$ cat src/logic/pics_regs.vh
`ifndef PICS_REGS_VH
`define PICS_REGS_VH

// Management register addresses
`define PICS_REG_INT        5'h1b
`define PICS_REG_MDIX       5'h1c
`define PICS_REG_PHYCTL     5'h1f

// Interrupt control/status layout
`define PICS_EV_W           8
`define PICS_INT_EN_MSB     15
`define PICS_INT_EN_LSB     8
`define PICS_INT_EN_RST     8'h00
`define PICS_INT_ST_RST     8'h00

// Crossover control layout
`define PICS_MDIX_RST       16'h0000
`define PICS_MDIX_SEL       7
`define PICS_MDIX_SWAP_OFF  6

// PHY control layout
`define PICS_PHYCTL_RST     16'h0200
`define PICS_PHYCTL_WMASK   16'hf382
`define PICS_PHYCTL_IRQ_LVL 14
`define PICS_PHYCTL_JAB_EN  9
`define PICS_PHYCTL_SPD1000 6
`define PICS_PHYCTL_SPD100  5
`define PICS_PHYCTL_SPD10   4
`define PICS_PHYCTL_DUPLEX  3

// Management frame
`define PICS_PRE_LEN        6'd32
`define PICS_OP_RD          2'b10
`define PICS_OP_WR          2'b01
`define PICS_HDR_LAST       4'd11
`define PICS_DATA_LAST      4'd15
`define PICS_ZERO16         16'h0000

`endif

$ cat src/logic/pics_top.v
// Behaviour
// - Enables for parallel detect fault, partner ack, link-down, remote fault, link-up; reset 0.
// - Jabber flag bit 7 sets on jabber, clears when register is read.
// - Receive error flag bit 6 sets on error, clears on read.
// - Page received flag bit 5 sets on page, clears on read.
// - Parallel detect fault flag bit 4 sets on fault, clears on read.
// - Partner acknowledge flag bit 3 sets on event, clears on read.
// - Link-down flag bit 2 sets when link drops, clears on read.
// - Remote fault flag bit 1 sets on remote fault, clears on read.
// - Link-up flag bit 0 sets when link comes up, clears on read.
// - Interrupt pin active high when level bit 14 is 1, else active low.
// - Swap-off bit 6 set disables automatic crossover; reset leaves it enabled.
// - With automatic crossover off, select bit 7 picks MDI (1) or MDI-X (0).
// - Manual select bit is ignored while automatic crossover is enabled.
// - Jabber counter runs only while enable bit 9 is 1; resets to 1.
// - Resolved speed shown one-hot in bits 6, 5, 4 for 1000, 100, 10.
// - Resolved duplex shown in bit 3: 1 full, 0 half.
// - Enables for jabber, receive error, page received in bits 15..13; reset 0.
// - Read-cleared bits return value then clear; latched bits hold until cleared.
`timescale 1ns/100ps
`include "pics_regs.vh"

module pics_top #(
   parameter [4:0]  PHY_ADDR      = 5'h01,
   parameter        JAB_W         = 20,
   parameter [19:0] JABBER_CYCLES = 20'd100000
) (
   input  wire       clock,
   input  wire       arst_n,
   // Management pins
   input  wire       mdc,
   input  wire       mdio_i,
   output wire       mdio_o,
   output wire       mdio_oe,
   // Events from the transceiver core
   input  wire       tx_active,
   input  wire       ev_rx_error,
   input  wire       ev_page_rx,
   input  wire       ev_pd_fault,
   input  wire       ev_lp_ack,
   input  wire       ev_link_down,
   input  wire       ev_remote_fault,
   input  wire       ev_link_up,
   // Resolved link state from the core
   input  wire       speed_1000,
   input  wire       speed_100,
   input  wire       speed_10,
   input  wire       duplex_full,
   input  wire       auto_mdi_resolved,
   // Control outputs
   output wire       auto_crossover_en,
   output wire       crossover_mdi,
   output wire       jabber_count_en,
   output wire       int_pin
);

   localparam [2:0] S_PRE  = 3'h0;
   localparam [2:0] S_ST   = 3'h1;
   localparam [2:0] S_HDR  = 3'h2;
   localparam [2:0] S_TA   = 3'h3;
   localparam [2:0] S_DATA = 3'h4;

   ////////////////////////////////////////////////////////////////////
   // Pin synchronisation and clock edge detection
   wire [1:0] pin_s;
   wire       mdc_s;
   wire       mdio_s;
   reg        mdc_prev_q;
   wire       mdc_rise;

   pics_sync #(
      .W (2)
   ) u_sync (
      .clock  (clock),
      .arst_n (arst_n),
      .d      ({mdc, mdio_i}),
      .q      (pin_s)
   );

   assign mdc_s  = pin_s[1];
   assign mdio_s = pin_s[0];

   // Edge seen on the synchronised copy only
   always @(posedge clock or negedge arst_n) begin
      if (!arst_n) begin
         mdc_prev_q <= 1'b0;
      end else begin
         mdc_prev_q <= mdc_s;
      end
   end

   assign mdc_rise = mdc_s & ~mdc_prev_q;

   ////////////////////////////////////////////////////////////////////
   // Register state
   reg  [7:0]           int_en_q;
   reg  [15:0]          mdix_q;
   reg  [15:0]          phyctl_q;
   wire [`PICS_EV_W-1:0] ev_set;
   wire [`PICS_EV_W-1:0] status;
   reg  [`PICS_EV_W-1:0] rd_clr_q;
   wire                 jab_ev;

   // Read value of one register
   function [15:0] read_value;
      input [4:0]  addr;
      input [7:0]  en;
      input [7:0]  st;
      input [15:0] mdix;
      input [15:0] ctl;
      input [3:0]  spd_dup;
      begin
         case (addr)
            `PICS_REG_INT: begin
               read_value = {en, st};
            end
            `PICS_REG_MDIX: begin
               read_value = mdix;
            end
            `PICS_REG_PHYCTL: begin
               read_value = (ctl & `PICS_PHYCTL_WMASK) | {9'h000, spd_dup, 3'h0};
            end
            default: begin
               read_value = `PICS_ZERO16;
            end
         endcase
      end
   endfunction

   ////////////////////////////////////////////////////////////////////
   // Management frame engine
   reg  [2:0]  state_q;
   reg  [5:0]  pre_cnt_q;
   reg  [3:0]  bit_cnt_q;
   reg  [10:0] hdr_q;
   reg  [15:0] sh_q;
   reg         rd_q;
   reg         wr_q;
   reg  [4:0]  reg_addr_q;
   reg         mdio_o_q;
   reg         mdio_oe_q;
   reg         wr_stb_q;
   reg  [15:0] wr_data_q;
   wire [11:0] hdr_full;
   wire        phy_hit;

   assign hdr_full = {hdr_q, mdio_s};
   assign phy_hit  = (hdr_full[9:5] == PHY_ADDR);

   // Bits are sampled and driven only on a rising MDC edge
   always @(posedge clock or negedge arst_n) begin
      if (!arst_n) begin
         state_q    <= S_PRE;
         pre_cnt_q  <= 6'h00;
         bit_cnt_q  <= 4'h0;
         hdr_q      <= 11'h000;
         sh_q       <= 16'h0000;
         rd_q       <= 1'b0;
         wr_q       <= 1'b0;
         reg_addr_q <= 5'h00;
         mdio_o_q   <= 1'b0;
         mdio_oe_q  <= 1'b0;
         wr_stb_q   <= 1'b0;
         wr_data_q  <= 16'h0000;
         rd_clr_q   <= 8'h00;
      end else begin
         wr_stb_q <= 1'b0;
         rd_clr_q <= 8'h00;
         if (mdc_rise) begin
            case (state_q)
               S_PRE: begin
                  if (mdio_s) begin
                     if (pre_cnt_q != `PICS_PRE_LEN) begin
                        pre_cnt_q <= pre_cnt_q + 6'h01;
                     end
                  end else if (pre_cnt_q == `PICS_PRE_LEN) begin
                     state_q <= S_ST;
                  end else begin
                     pre_cnt_q <= 6'h00;
                  end
               end
               S_ST: begin
                  pre_cnt_q <= 6'h00;
                  bit_cnt_q <= 4'h0;
                  state_q   <= mdio_s ? S_HDR : S_PRE;
               end
               S_HDR: begin
                  hdr_q     <= hdr_full[10:0];
                  bit_cnt_q <= bit_cnt_q + 4'h1;
                  if (bit_cnt_q == `PICS_HDR_LAST) begin
                     state_q    <= S_TA;
                     bit_cnt_q  <= 4'h0;
                     reg_addr_q <= hdr_full[4:0];
                     rd_q       <= phy_hit && (hdr_full[11:10] == `PICS_OP_RD);
                     wr_q       <= phy_hit && (hdr_full[11:10] == `PICS_OP_WR);
                     if (phy_hit && (hdr_full[11:10] == `PICS_OP_RD)) begin
                        sh_q <= read_value(hdr_full[4:0], int_en_q, status, mdix_q, phyctl_q,
                                           {speed_1000, speed_100, speed_10, duplex_full});
                        // Clear exactly the flags handed out
                        if (hdr_full[4:0] == `PICS_REG_INT) begin
                           rd_clr_q <= status;
                        end
                     end
                  end
               end
               S_TA: begin
                  bit_cnt_q <= bit_cnt_q + 4'h1;
                  if (bit_cnt_q == 4'h0) begin
                     // Second turnaround bit driven low on reads
                     mdio_oe_q <= rd_q;
                     mdio_o_q  <= 1'b0;
                  end else begin
                     state_q   <= S_DATA;
                     bit_cnt_q <= 4'h0;
                     mdio_o_q  <= sh_q[15];
                     sh_q      <= {sh_q[14:0], 1'b0};
                  end
               end
               S_DATA: begin
                  bit_cnt_q <= bit_cnt_q + 4'h1;
                  if (rd_q) begin
                     mdio_o_q <= sh_q[15];
                     sh_q     <= {sh_q[14:0], 1'b0};
                  end else begin
                     sh_q <= {sh_q[14:0], mdio_s};
                  end
                  if (bit_cnt_q == `PICS_DATA_LAST) begin
                     state_q   <= S_PRE;
                     pre_cnt_q <= 6'h00;
                     mdio_oe_q <= 1'b0;
                     mdio_o_q  <= 1'b0;
                     rd_q      <= 1'b0;
                     wr_q      <= 1'b0;
                     wr_stb_q  <= wr_q;
                     wr_data_q <= {sh_q[14:0], mdio_s};
                  end
               end
               default: begin
                  state_q   <= S_PRE;
                  pre_cnt_q <= 6'h00;
                  mdio_oe_q <= 1'b0;
               end
            endcase
         end
      end
   end

   assign mdio_o  = mdio_o_q;
   assign mdio_oe = mdio_oe_q;

   ////////////////////////////////////////////////////////////////////
   // Writable registers
   // Read-only bits are masked off so software cannot fake status
   always @(posedge clock or negedge arst_n) begin
      if (!arst_n) begin
         int_en_q <= `PICS_INT_EN_RST;
         mdix_q   <= `PICS_MDIX_RST;
         phyctl_q <= `PICS_PHYCTL_RST;
      end else if (wr_stb_q) begin
         case (reg_addr_q)
            `PICS_REG_INT: begin
               int_en_q <= wr_data_q[`PICS_INT_EN_MSB:`PICS_INT_EN_LSB];
            end
            `PICS_REG_MDIX: begin
               mdix_q <= wr_data_q;
            end
            `PICS_REG_PHYCTL: begin
               phyctl_q <= wr_data_q & `PICS_PHYCTL_WMASK;
            end
            default: begin
               int_en_q <= int_en_q;
            end
         endcase
      end
   end

   ////////////////////////////////////////////////////////////////////
   // Jabber counter
   reg [JAB_W-1:0] jab_cnt_q;
   reg             jab_ev_q;

   assign jabber_count_en = phyctl_q[`PICS_PHYCTL_JAB_EN];

   // Counter halts and clears when disabled; one event per long burst
   always @(posedge clock or negedge arst_n) begin
      if (!arst_n) begin
         jab_cnt_q <= {JAB_W{1'b0}};
         jab_ev_q  <= 1'b0;
      end else begin
         jab_ev_q <= 1'b0;
         if (!jabber_count_en || !tx_active) begin
            jab_cnt_q <= {JAB_W{1'b0}};
         end else if (jab_cnt_q != JABBER_CYCLES) begin
            jab_cnt_q <= jab_cnt_q + {{(JAB_W-1){1'b0}}, 1'b1};
            jab_ev_q  <= (jab_cnt_q == JABBER_CYCLES - {{(JAB_W-1){1'b0}}, 1'b1});
         end
      end
   end

   assign jab_ev = jab_ev_q;

   ////////////////////////////////////////////////////////////////////
   // Event flags, set whatever the enables say
   assign ev_set = {jab_ev,
                    ev_rx_error,
                    ev_page_rx,
                    ev_pd_fault,
                    ev_lp_ack,
                    ev_link_down,
                    ev_remote_fault,
                    ev_link_up};

   pics_sticky #(
      .W (`PICS_EV_W)
   ) u_flags (
      .clock  (clock),
      .arst_n (arst_n),
      .set    (ev_set),
      .clr    (rd_clr_q),
      .q      (status)
   );

   ////////////////////////////////////////////////////////////////////
   // Interrupt pin with selectable polarity
   reg  int_q;
   wire irq_any;

   assign irq_any = |(status & int_en_q);

   always @(posedge clock or negedge arst_n) begin
      if (!arst_n) begin
         int_q <= 1'b1;
      end else begin
         int_q <= phyctl_q[`PICS_PHYCTL_IRQ_LVL] ? irq_any : ~irq_any;
      end
   end

   assign int_pin = int_q;

   ////////////////////////////////////////////////////////////////////
   // Crossover control
   reg mdi_q;

   assign auto_crossover_en = ~mdix_q[`PICS_MDIX_SWAP_OFF];

   // Manual select only counts with swap-off set
   always @(posedge clock or negedge arst_n) begin
      if (!arst_n) begin
         mdi_q <= 1'b0;
      end else if (mdix_q[`PICS_MDIX_SWAP_OFF]) begin
         mdi_q <= mdix_q[`PICS_MDIX_SEL];
      end else begin
         mdi_q <= auto_mdi_resolved;
      end
   end

   assign crossover_mdi = mdi_q;

   // Speed and duplex reach software only through read_value, never stored

endmodule

$ cat src/logic/pics_sync.v
`timescale 1ns/100ps
// Two-flop synchroniser for pin inputs
module pics_sync #(
   parameter W = 1
) (
   input  wire         clock,
   input  wire         arst_n,
   input  wire [W-1:0] d,
   output wire [W-1:0] q
);

   reg [W-1:0] meta_q;
   reg [W-1:0] sync_q;

   // First stage feeds only the second stage
   always @(posedge clock or negedge arst_n) begin
      if (!arst_n) begin
         meta_q <= {W{1'b0}};
         sync_q <= {W{1'b0}};
      end else begin
         meta_q <= d;
         sync_q <= meta_q;
      end
   end

   assign q = sync_q;

endmodule

$ cat src/logic/pics_sticky.v
`timescale 1ns/100ps
// Latch-high event flags with read-clear
module pics_sticky #(
   parameter W = 8
) (
   input  wire         clock,
   input  wire         arst_n,
   input  wire [W-1:0] set,
   input  wire [W-1:0] clr,
   output wire [W-1:0] q
);

   reg [W-1:0] flag_q;
   wire [W-1:0] flag_d;

   // Set wins over a clear in the same cycle, so no event is lost
   assign flag_d = (flag_q & ~clr) | set;

   always @(posedge clock or negedge arst_n) begin
      if (!arst_n) begin
         flag_q <= {W{1'b0}};
      end else begin
         flag_q <= flag_d;
      end
   end

   assign q = flag_q;

endmodule

$ cat config.mk
export PLATFORM = sky130hd
export DESIGN_NAME = pics_top
export DESIGN_NICKNAME = d
export VERILOG_FILES = /design/src/logic/pics_top.v /design/src/logic/pics_sync.v /design/src/logic/pics_sticky.v
export VERILOG_INCLUDE_DIRS = /design/src /design/src/logic
export SDC_FILE = /design/constraint.sdc
export NUM_CORES = 1
export LEC_CHECK = 0
export BUFFER_PORTS_ARGS = -buffer_cell sky130_fd_sc_hd__buf_2
export CAP_MARGIN = 25
export CORE_MARGIN = 2
export CORE_UTILIZATION = 50
export CTS_CLUSTER_SIZE = 10
export DETAILED_ROUTE_END_ITERATION = 6
export PLACE_DENSITY = 0.69
export SYNTH_ARGS = -nofsm -noshare
export SYNTH_HDL_FRONTEND = slang
export SYNTH_HIERARCHICAL = 1
export SYNTH_SLANG_ARGS = --single-unit
$ cat constraint.sdc
create_clock -name clock -period 1.9 [get_ports clock]
set_input_delay 0.095 -clock clock [delete_from_list [all_inputs] [get_ports clock]]
set_output_delay 0.095 -clock clock [all_outputs]
set_load 0.01 [all_outputs]
==> results of run 1 <==
## power by group
group / total, mW / switching (mW) / internal (mW)
logic: 0.174 / 0.101 / 0.0733
registers: 3.06 / 0.0163 / 3.04
clock network: 3.39 / 1.23 / 2.16
total: 6.62 / 1.35 / 5.27
## logic make-up (layout without fill, tap and decap cells)
group / count (synthesis) / after routing / synth area share (%)
AND/OR/NAND/NOR: 167 / 167 / 13.7
flip-flops: 142 / 142 / 54.4
multiplexers: 98 / 98 / 17.2
AO/OA/AOI/OAI: 82 / 82 / 8.35
buffers and inverters: 41 / 129 / 3.08
XOR/XNOR: 16 / 16 / 2.14
adder cells (fa/ha/maj): 6 / 6 / 1.15
## worst paths after layout
kind	endpoint	slack, ns	cells after the start
min in group clock	jab_cnt_q[5]	0.18	3
max in group asynchronous	int_pin	1.09	3
worst max register to register	sh_q[14]	0.04	8
worst max-delay path	sh_q[14]	0.04	8
worst min register to register	u_sync/q[0]	0.35	0
worst min-delay path	mdix_q[4]	0.11	2
## metal layers
layer	vias up	GRT usage [%]
li1	2091	-
met1	2223	26.0
met2	80	31.7
met3	23	4.78
met4	0	7.91
met5	-	0
## layout make-up
type / instances / area [um2]
tap: 172 / 215
clock inverter: 11 / 139
multi-input combinational: 369 / 2860
fill: 984 / 4730
timing repair buffer: 77 / 622
clock buffer: 21 / 470
sequential: 142 / 3560
inverter: 20 / 75.1
## sequential cells by signal (all words and copies together), names as in the netlist, 2 cells and up
register and flops:
phyctl_q 8, state_q 3, hdr_q 11, sh_q 16, pre_cnt_q 6, reg_addr_q 5
u_sync/meta_q 2, u_flags/q 8, jab_cnt_q 20, mdix_q 16, int_en_q 8, bit_cnt_q 4
rd_clr_q 8, wr_data_q 16, u_sync/q 2
## layout by cell type (no fill, tap or decap), drive strengths merged, types with 17 or more instances in the layout
cell type | synthesis | final
clkbuf | 3 | 22
a21oi | 18 | 18
inv | 20 | 20
mux2 | 85 | 85
buf | 18 | 65
nand3 | 17 | 17
o21ai | 29 | 29
nand2 | 37 | 37
dfrtp | 140 | 140
nor2 | 45 | 45
## per-stage QoR
step	instances	cell area (um2)	setup TNS (ns)
finish	812	7940	0
global route	812	7940	-0.102
CTS	803	7780	0
detailed placement	758	7010	-0.204
global placement	758	7010	-0.0568
floorplan	552	6540	0
## what timing repair did
action                                  CTS  global route
buffers inserted                          2             7
hold buffers                             11             0
endpoints found under the setup margin   18             4
gates resized for setup                   2            19
gates cloned                              0             2
endpoints found under the hold margin   150             0
pin swaps                                 1             7
==> results.sh, run 1 <==
export IMPL_grt_pass1_vias=4515
export IMPL_ant_nets=0
export IMPL_pin_count=23
export IMPL_cts_htree_levels=4
export IMPL_detailed_place_hpwl_um=8580
export IMPL_p_leak_nw=3.62
export IMPL_met1_length_um=5950
export IMPL_synth_edf_count=0
export IMPL_clock_sinks=142
export IMPL_holdWs_ns=0.114
export IMPL_crit_family="flip-flops"
export IMPL_synth_top_area_share_pct=53.6
export IMPL_clk_latency_ns=0.42
export IMPL_fin_crit_sh_pct=97.9
export IMPL_yosysSeqAreaShare_pct=54.4
export IMPL_cts_buffers_inserted=17
export IMPL_crit_fanout=4
export IMPL_cts_tree="built"
export IMPL_path_cells="inv_2, ha_4, nor3b_4, a21oi_2, o21ai_4, nor2_8, clkbuf_16, mux2_4"
export IMPL_path_class="register to register"
export IMPL_synthToLayoutAreaGrowth_pct=21.5
export IMPL_synth_largest_area_cell="dfrtp_1"
export IMPL_drive_gt1_share_pct=32.3
export IMPL_hold_viol_final=0
export IMPL_power_total_mw=6.62
export IMPL_dp_slack_ns=-0.0393
export IMPL_yosysWarnings=6
export IMPL_utilization_pct=62.7
export IMPL_initial_core_util_pct=51.6
export IMPL_finalNetCount=650
export IMPL_timing_final_crit_period_ns=1.86
export IMPL_grt_pass1_wl_um=22000
export IMPL_crit_path_end_kind="register"
export IMPL_avgSynthCellArea_um2=11.8
export IMPL_maxSlewHeadroom_pct=62.0
export IMPL_die_height_um=118
export IMPL_rows=41
export IMPL_r2r_start="bit_cnt_q[0]"
export IMPL_diodes=0
export IMPL_cp_start_kind="register"
export IMPL_netlist_instances=552
export IMPL_post_synth_top_count_cell="dfrtp_1"
export IMPL_wirelength_um=13200
export IMPL_worstPathArrival_ns=2.17
export IMPL_gr_total_overflow=0
export IMPL_synthFlopType="dfrtp_1"
export IMPL_clk_path_buf_depth=2
export IMPL_vias=4417
export IMPL_clk_pin_slew_worst_paths_ns=0.06
export IMPL_dr_wl_met2_um=6520
export IMPL_synth_area_top_cells="dfrtp_1 54%, mux2_2 13%, nor2_1 2.5%"
export IMPL_crit_required_ns=2.21
export IMPL_die_x_um=118
export IMPL_core_um2=12700
export IMPL_layout_setup_ws_ns=0.0396
export IMPL_avgRoutedWirePerCell_um=16.3
export IMPL_fmax_ghz=0.538
export IMPL_dieArea_um2=14000
export IMPL_cpMaxStageDelayCell="dfrtp_1"
export IMPL_cts_root_buffer="clkbuf_16"
export IMPL_highest_layer="met4"
export IMPL_grtUsageTotal_pct=19.8
export IMPL_ys_ff_latch=142
export IMPL_ys_async_sr_fraction_pct=100
export IMPL_min_path_type="input port to async pin"
export IMPL_rsz0062_at_grt="yes"
export IMPL_powerDensity_nw_per_um2=834
export IMPL_cp_startpoint="bit_cnt_q[0]"
export IMPL_tightest_slew_ns=0.566
export IMPL_ys_top_cells_by_count="140 x dfrtp_1, 75 x mux2_2, 44 x nor2_1"
export IMPL_gp_congestion=0.809
export IMPL_slew_violations=0
export IMPL_drt_iter0_markers=269
export IMPL_drv_cap=0
export IMPL_skew_ns=0.00745
export IMPL_grt_max_degree=69
export IMPL_setup_violations_final=0
export IMPL_drtPass1Iterations=4
export IMPL_drc=0
export IMPL_io_buffers=22
export IMPL_met3_length_um=504
export IMPL_status="finished, final reports clean"
export IMPL_cp_buffers_inverters=2
export IMPL_synth_cell_types=63
export IMPL_via_per_inst=5.44
export IMPL_synth_nets=575
export IMPL_grt_antenna_before_repair=0
export IMPL_synth_area_um2=6540
export IMPL_critical_path_max_stage_delay_ns=0.43
export IMPL_peakVddDrop_mv=0.688
No activity file was read; power rests on OpenSTA's default activity.
==> inputs of run 2 (changes only) <==
--- a/config.mk
+++ b/config.mk
@@ -8,7 +8,6 @@
 export LEC_CHECK = 0
 export BUFFER_PORTS_ARGS = -buffer_cell sky130_fd_sc_hd__buf_2
 export CAP_MARGIN = 25
-export CORE_MARGIN = 2
 export CORE_UTILIZATION = 50
 export CTS_CLUSTER_SIZE = 10
 export DETAILED_ROUTE_END_ITERATION = 6
==> run 2 against run 1 <==
  * Critical path depth is the same
  * Wire length down 1.3%
  * Final area is 1.2% lower
  * Clock power about the same
  * Die area fell by 3.4%
  * Flip-flop and latch count did not move
  * Power increased by 0.30%
  * Sequential power hardly changed
  * Maximum frequency up 0.52%
  * Count of clock-buffer cells in the layout grew 6
  * Largest cell class unchanged
  * Largest power group unchanged
==> results.sh, run 2 (same netlist as run 1, synthesis figures left out) <==
export IMPL_via_per_inst=5.41
export IMPL_p_seq_share_pct=46.1
export IMPL_core_um2=12700
export IMPL_cts_htree_levels=4
export IMPL_clock_power_share_pct=51.4
export IMPL_grt_pass1_wl_um=21100
export IMPL_die_x_um=116
export IMPL_avgRoutedWirePerCell_um=16.1
export IMPL_p_sw_share_pct=19.4
export IMPL_drv_cap=0
export IMPL_clk_path_buf_depth=2
export IMPL_io_buffers=22
export IMPL_clk_latency_ns=0.42
export IMPL_regMostFlops="jab_cnt_q"
export IMPL_status="finished, final reports clean"
export IMPL_ant_nets=0
export IMPL_setup_violations_final=0
export IMPL_p_leak_nw=3.58
export IMPL_rrSetupSlack_ns=0.05
export IMPL_crit_path_end_kind="register"
export IMPL_tns_ns=0
export IMPL_crit_required_ns=2.20
export IMPL_intPower_mw=5.35
export IMPL_initial_core_util_pct=51.6
export IMPL_skew_ns=0.00878
export IMPL_powerDensity_nw_per_um2=846
export IMPL_maxSlewHeadroom_pct=61.8
export IMPL_reg2regPathDepth=8
export IMPL_gr_total_overflow=0
export IMPL_drive_gt1_share_pct=31.4
export IMPL_path_class="register to register"
export IMPL_peakVddDrop_mv=0.633
export IMPL_holdWs_ns=0.161
export IMPL_diodes=0
export IMPL_fin_cells=809
export IMPL_grt_antenna_before_repair=0
export IMPL_largest_reg_flops=20
export IMPL_cts_root_buffer="clkbuf_16"
export IMPL_die_height_um=116
export IMPL_layout_common_cells="137 x dfrtp_1, 73 x mux2_2, 44 x nor2_1, 37 x nand2_1, 37 x buf_4"
export IMPL_min_path_type="input port to async pin"
export IMPL_grt_pass1_vias=4242
export IMPL_dp_cells=757
export IMPL_crit_fanout=5
export IMPL_pwr_share_comb_pct=2.5
export IMPL_utilization_pct=61.9
export IMPL_drtPass1Iterations=4
export IMPL_fin_crit_sh_pct=97.4
export IMPL_hold_viol_final=0
export IMPL_clock_sinks=142
export IMPL_rsz0062_at_grt="yes"
export IMPL_switching_power_mw=1.29
export IMPL_timing_final_crit_period_ns=1.85
export IMPL_slew_violations=0
export IMPL_synthToLayoutAreaGrowth_pct=20.0
export IMPL_cp_start_kind="register"
export IMPL_fmax_ghz=0.540
export IMPL_cts_tree="built"
export IMPL_dieArea_um2=13500
export IMPL_layout_commonest_cell="dfrtp_1"
export IMPL_clk_pin_slew_worst_paths_ns=0.06
export IMPL_rows=41
export IMPL_cts_buffers_inserted=17
export IMPL_gp_congestion=0.816
export IMPL_worstPathArrival_ns=2.15
export IMPL_finalNetCount=647
export IMPL_tightest_slew_ns=0.568
export IMPL_pin_count=23
export IMPL_grtUsageTotal_pct=20.9
export IMPL_wirelength_um=13100
export IMPL_drt_iter0_markers=235
export IMPL_grt_max_degree=50
export IMPL_drc=0
export IMPL_detailed_place_hpwl_um=8660
export IMPL_vias=4374
-- run 2: layout make-up --
type / instances / area, um2
sequential: 142 / 3560
clock inverter: 5 / 104
tap: 172 / 215
fill: 979 / 4830
multi-input combinational: 369 / 2820
clock buffer: 27 / 513
timing repair buffer: 74 / 558
inverter: 20 / 75.1
-- run 2: through the flow --
step | setup slack, ns | power (mW) | area (um2)
floorplan | 0.0769 | 3.15 | 6540
global placement | -0.0123 | 3.25 | 6990
detailed placement | -0.0360 | 3.26 | 6990
CTS | 0.0121 | 6.71 | 7760
global route | -0.0143 | 6.87 | 7840
finish | 0.0492 | 6.64 | 7840
-- run 2: worst max-delay path: stages (launching register included) --
cell	delay (ns)
dfrtp_2	0.44
inv_2	0.07
ha_2	0.15
nor3b_4	0.20
a21oi_2	0.08
o21ai_4	0.25
nor2_8	0.08
buf_6	0.14
mux2_4	0.30
-- run 2: what timing repair did --
action	in CTS	in global routing
endpoints found under the hold margin	65	0
setup buffers	5	4
pin swaps	2	3
hold buffers	11	0
setup endpoints to repair	18	18
resized for setup	2	15
-- run 2: path summary, 6_finish.rpt --
kind	startpoint	end
max reg2reg	bit_cnt_q[0]	sh_q[10]
min reg2reg	u_sync/meta_q[0]	u_sync/q[0]
min in group clock	tx_active	jab_cnt_q[9]
max	bit_cnt_q[0]	sh_q[10]
max in group asynchronous	arst_n	state_q[2]
min	arst_n	bit_cnt_q[3]
-- run 2: layer usage --
layer	wire, um	track usage (%)	vias up
met3	455	5.81	13
met5	0	0	-
met4	206	7.95	0
li1	-	-	2095
met1	5990	26.9	2199
met2	6410	33.7	67
-- run 2: power groups by stage --
stage / sequential (mW) / combinational [mW] / clock [mW]
final: 3.06 / 0.166 / 3.41
after global routing: 3.06 / 0.191 / 3.62
after CTS: 3.06 / 0.164 / 3.49
after detailed placement: 3.11 / 0.146 / 0
after global placement: 3.11 / 0.142 / 0
after floorplan: 3.11 / 0.0440 / 0
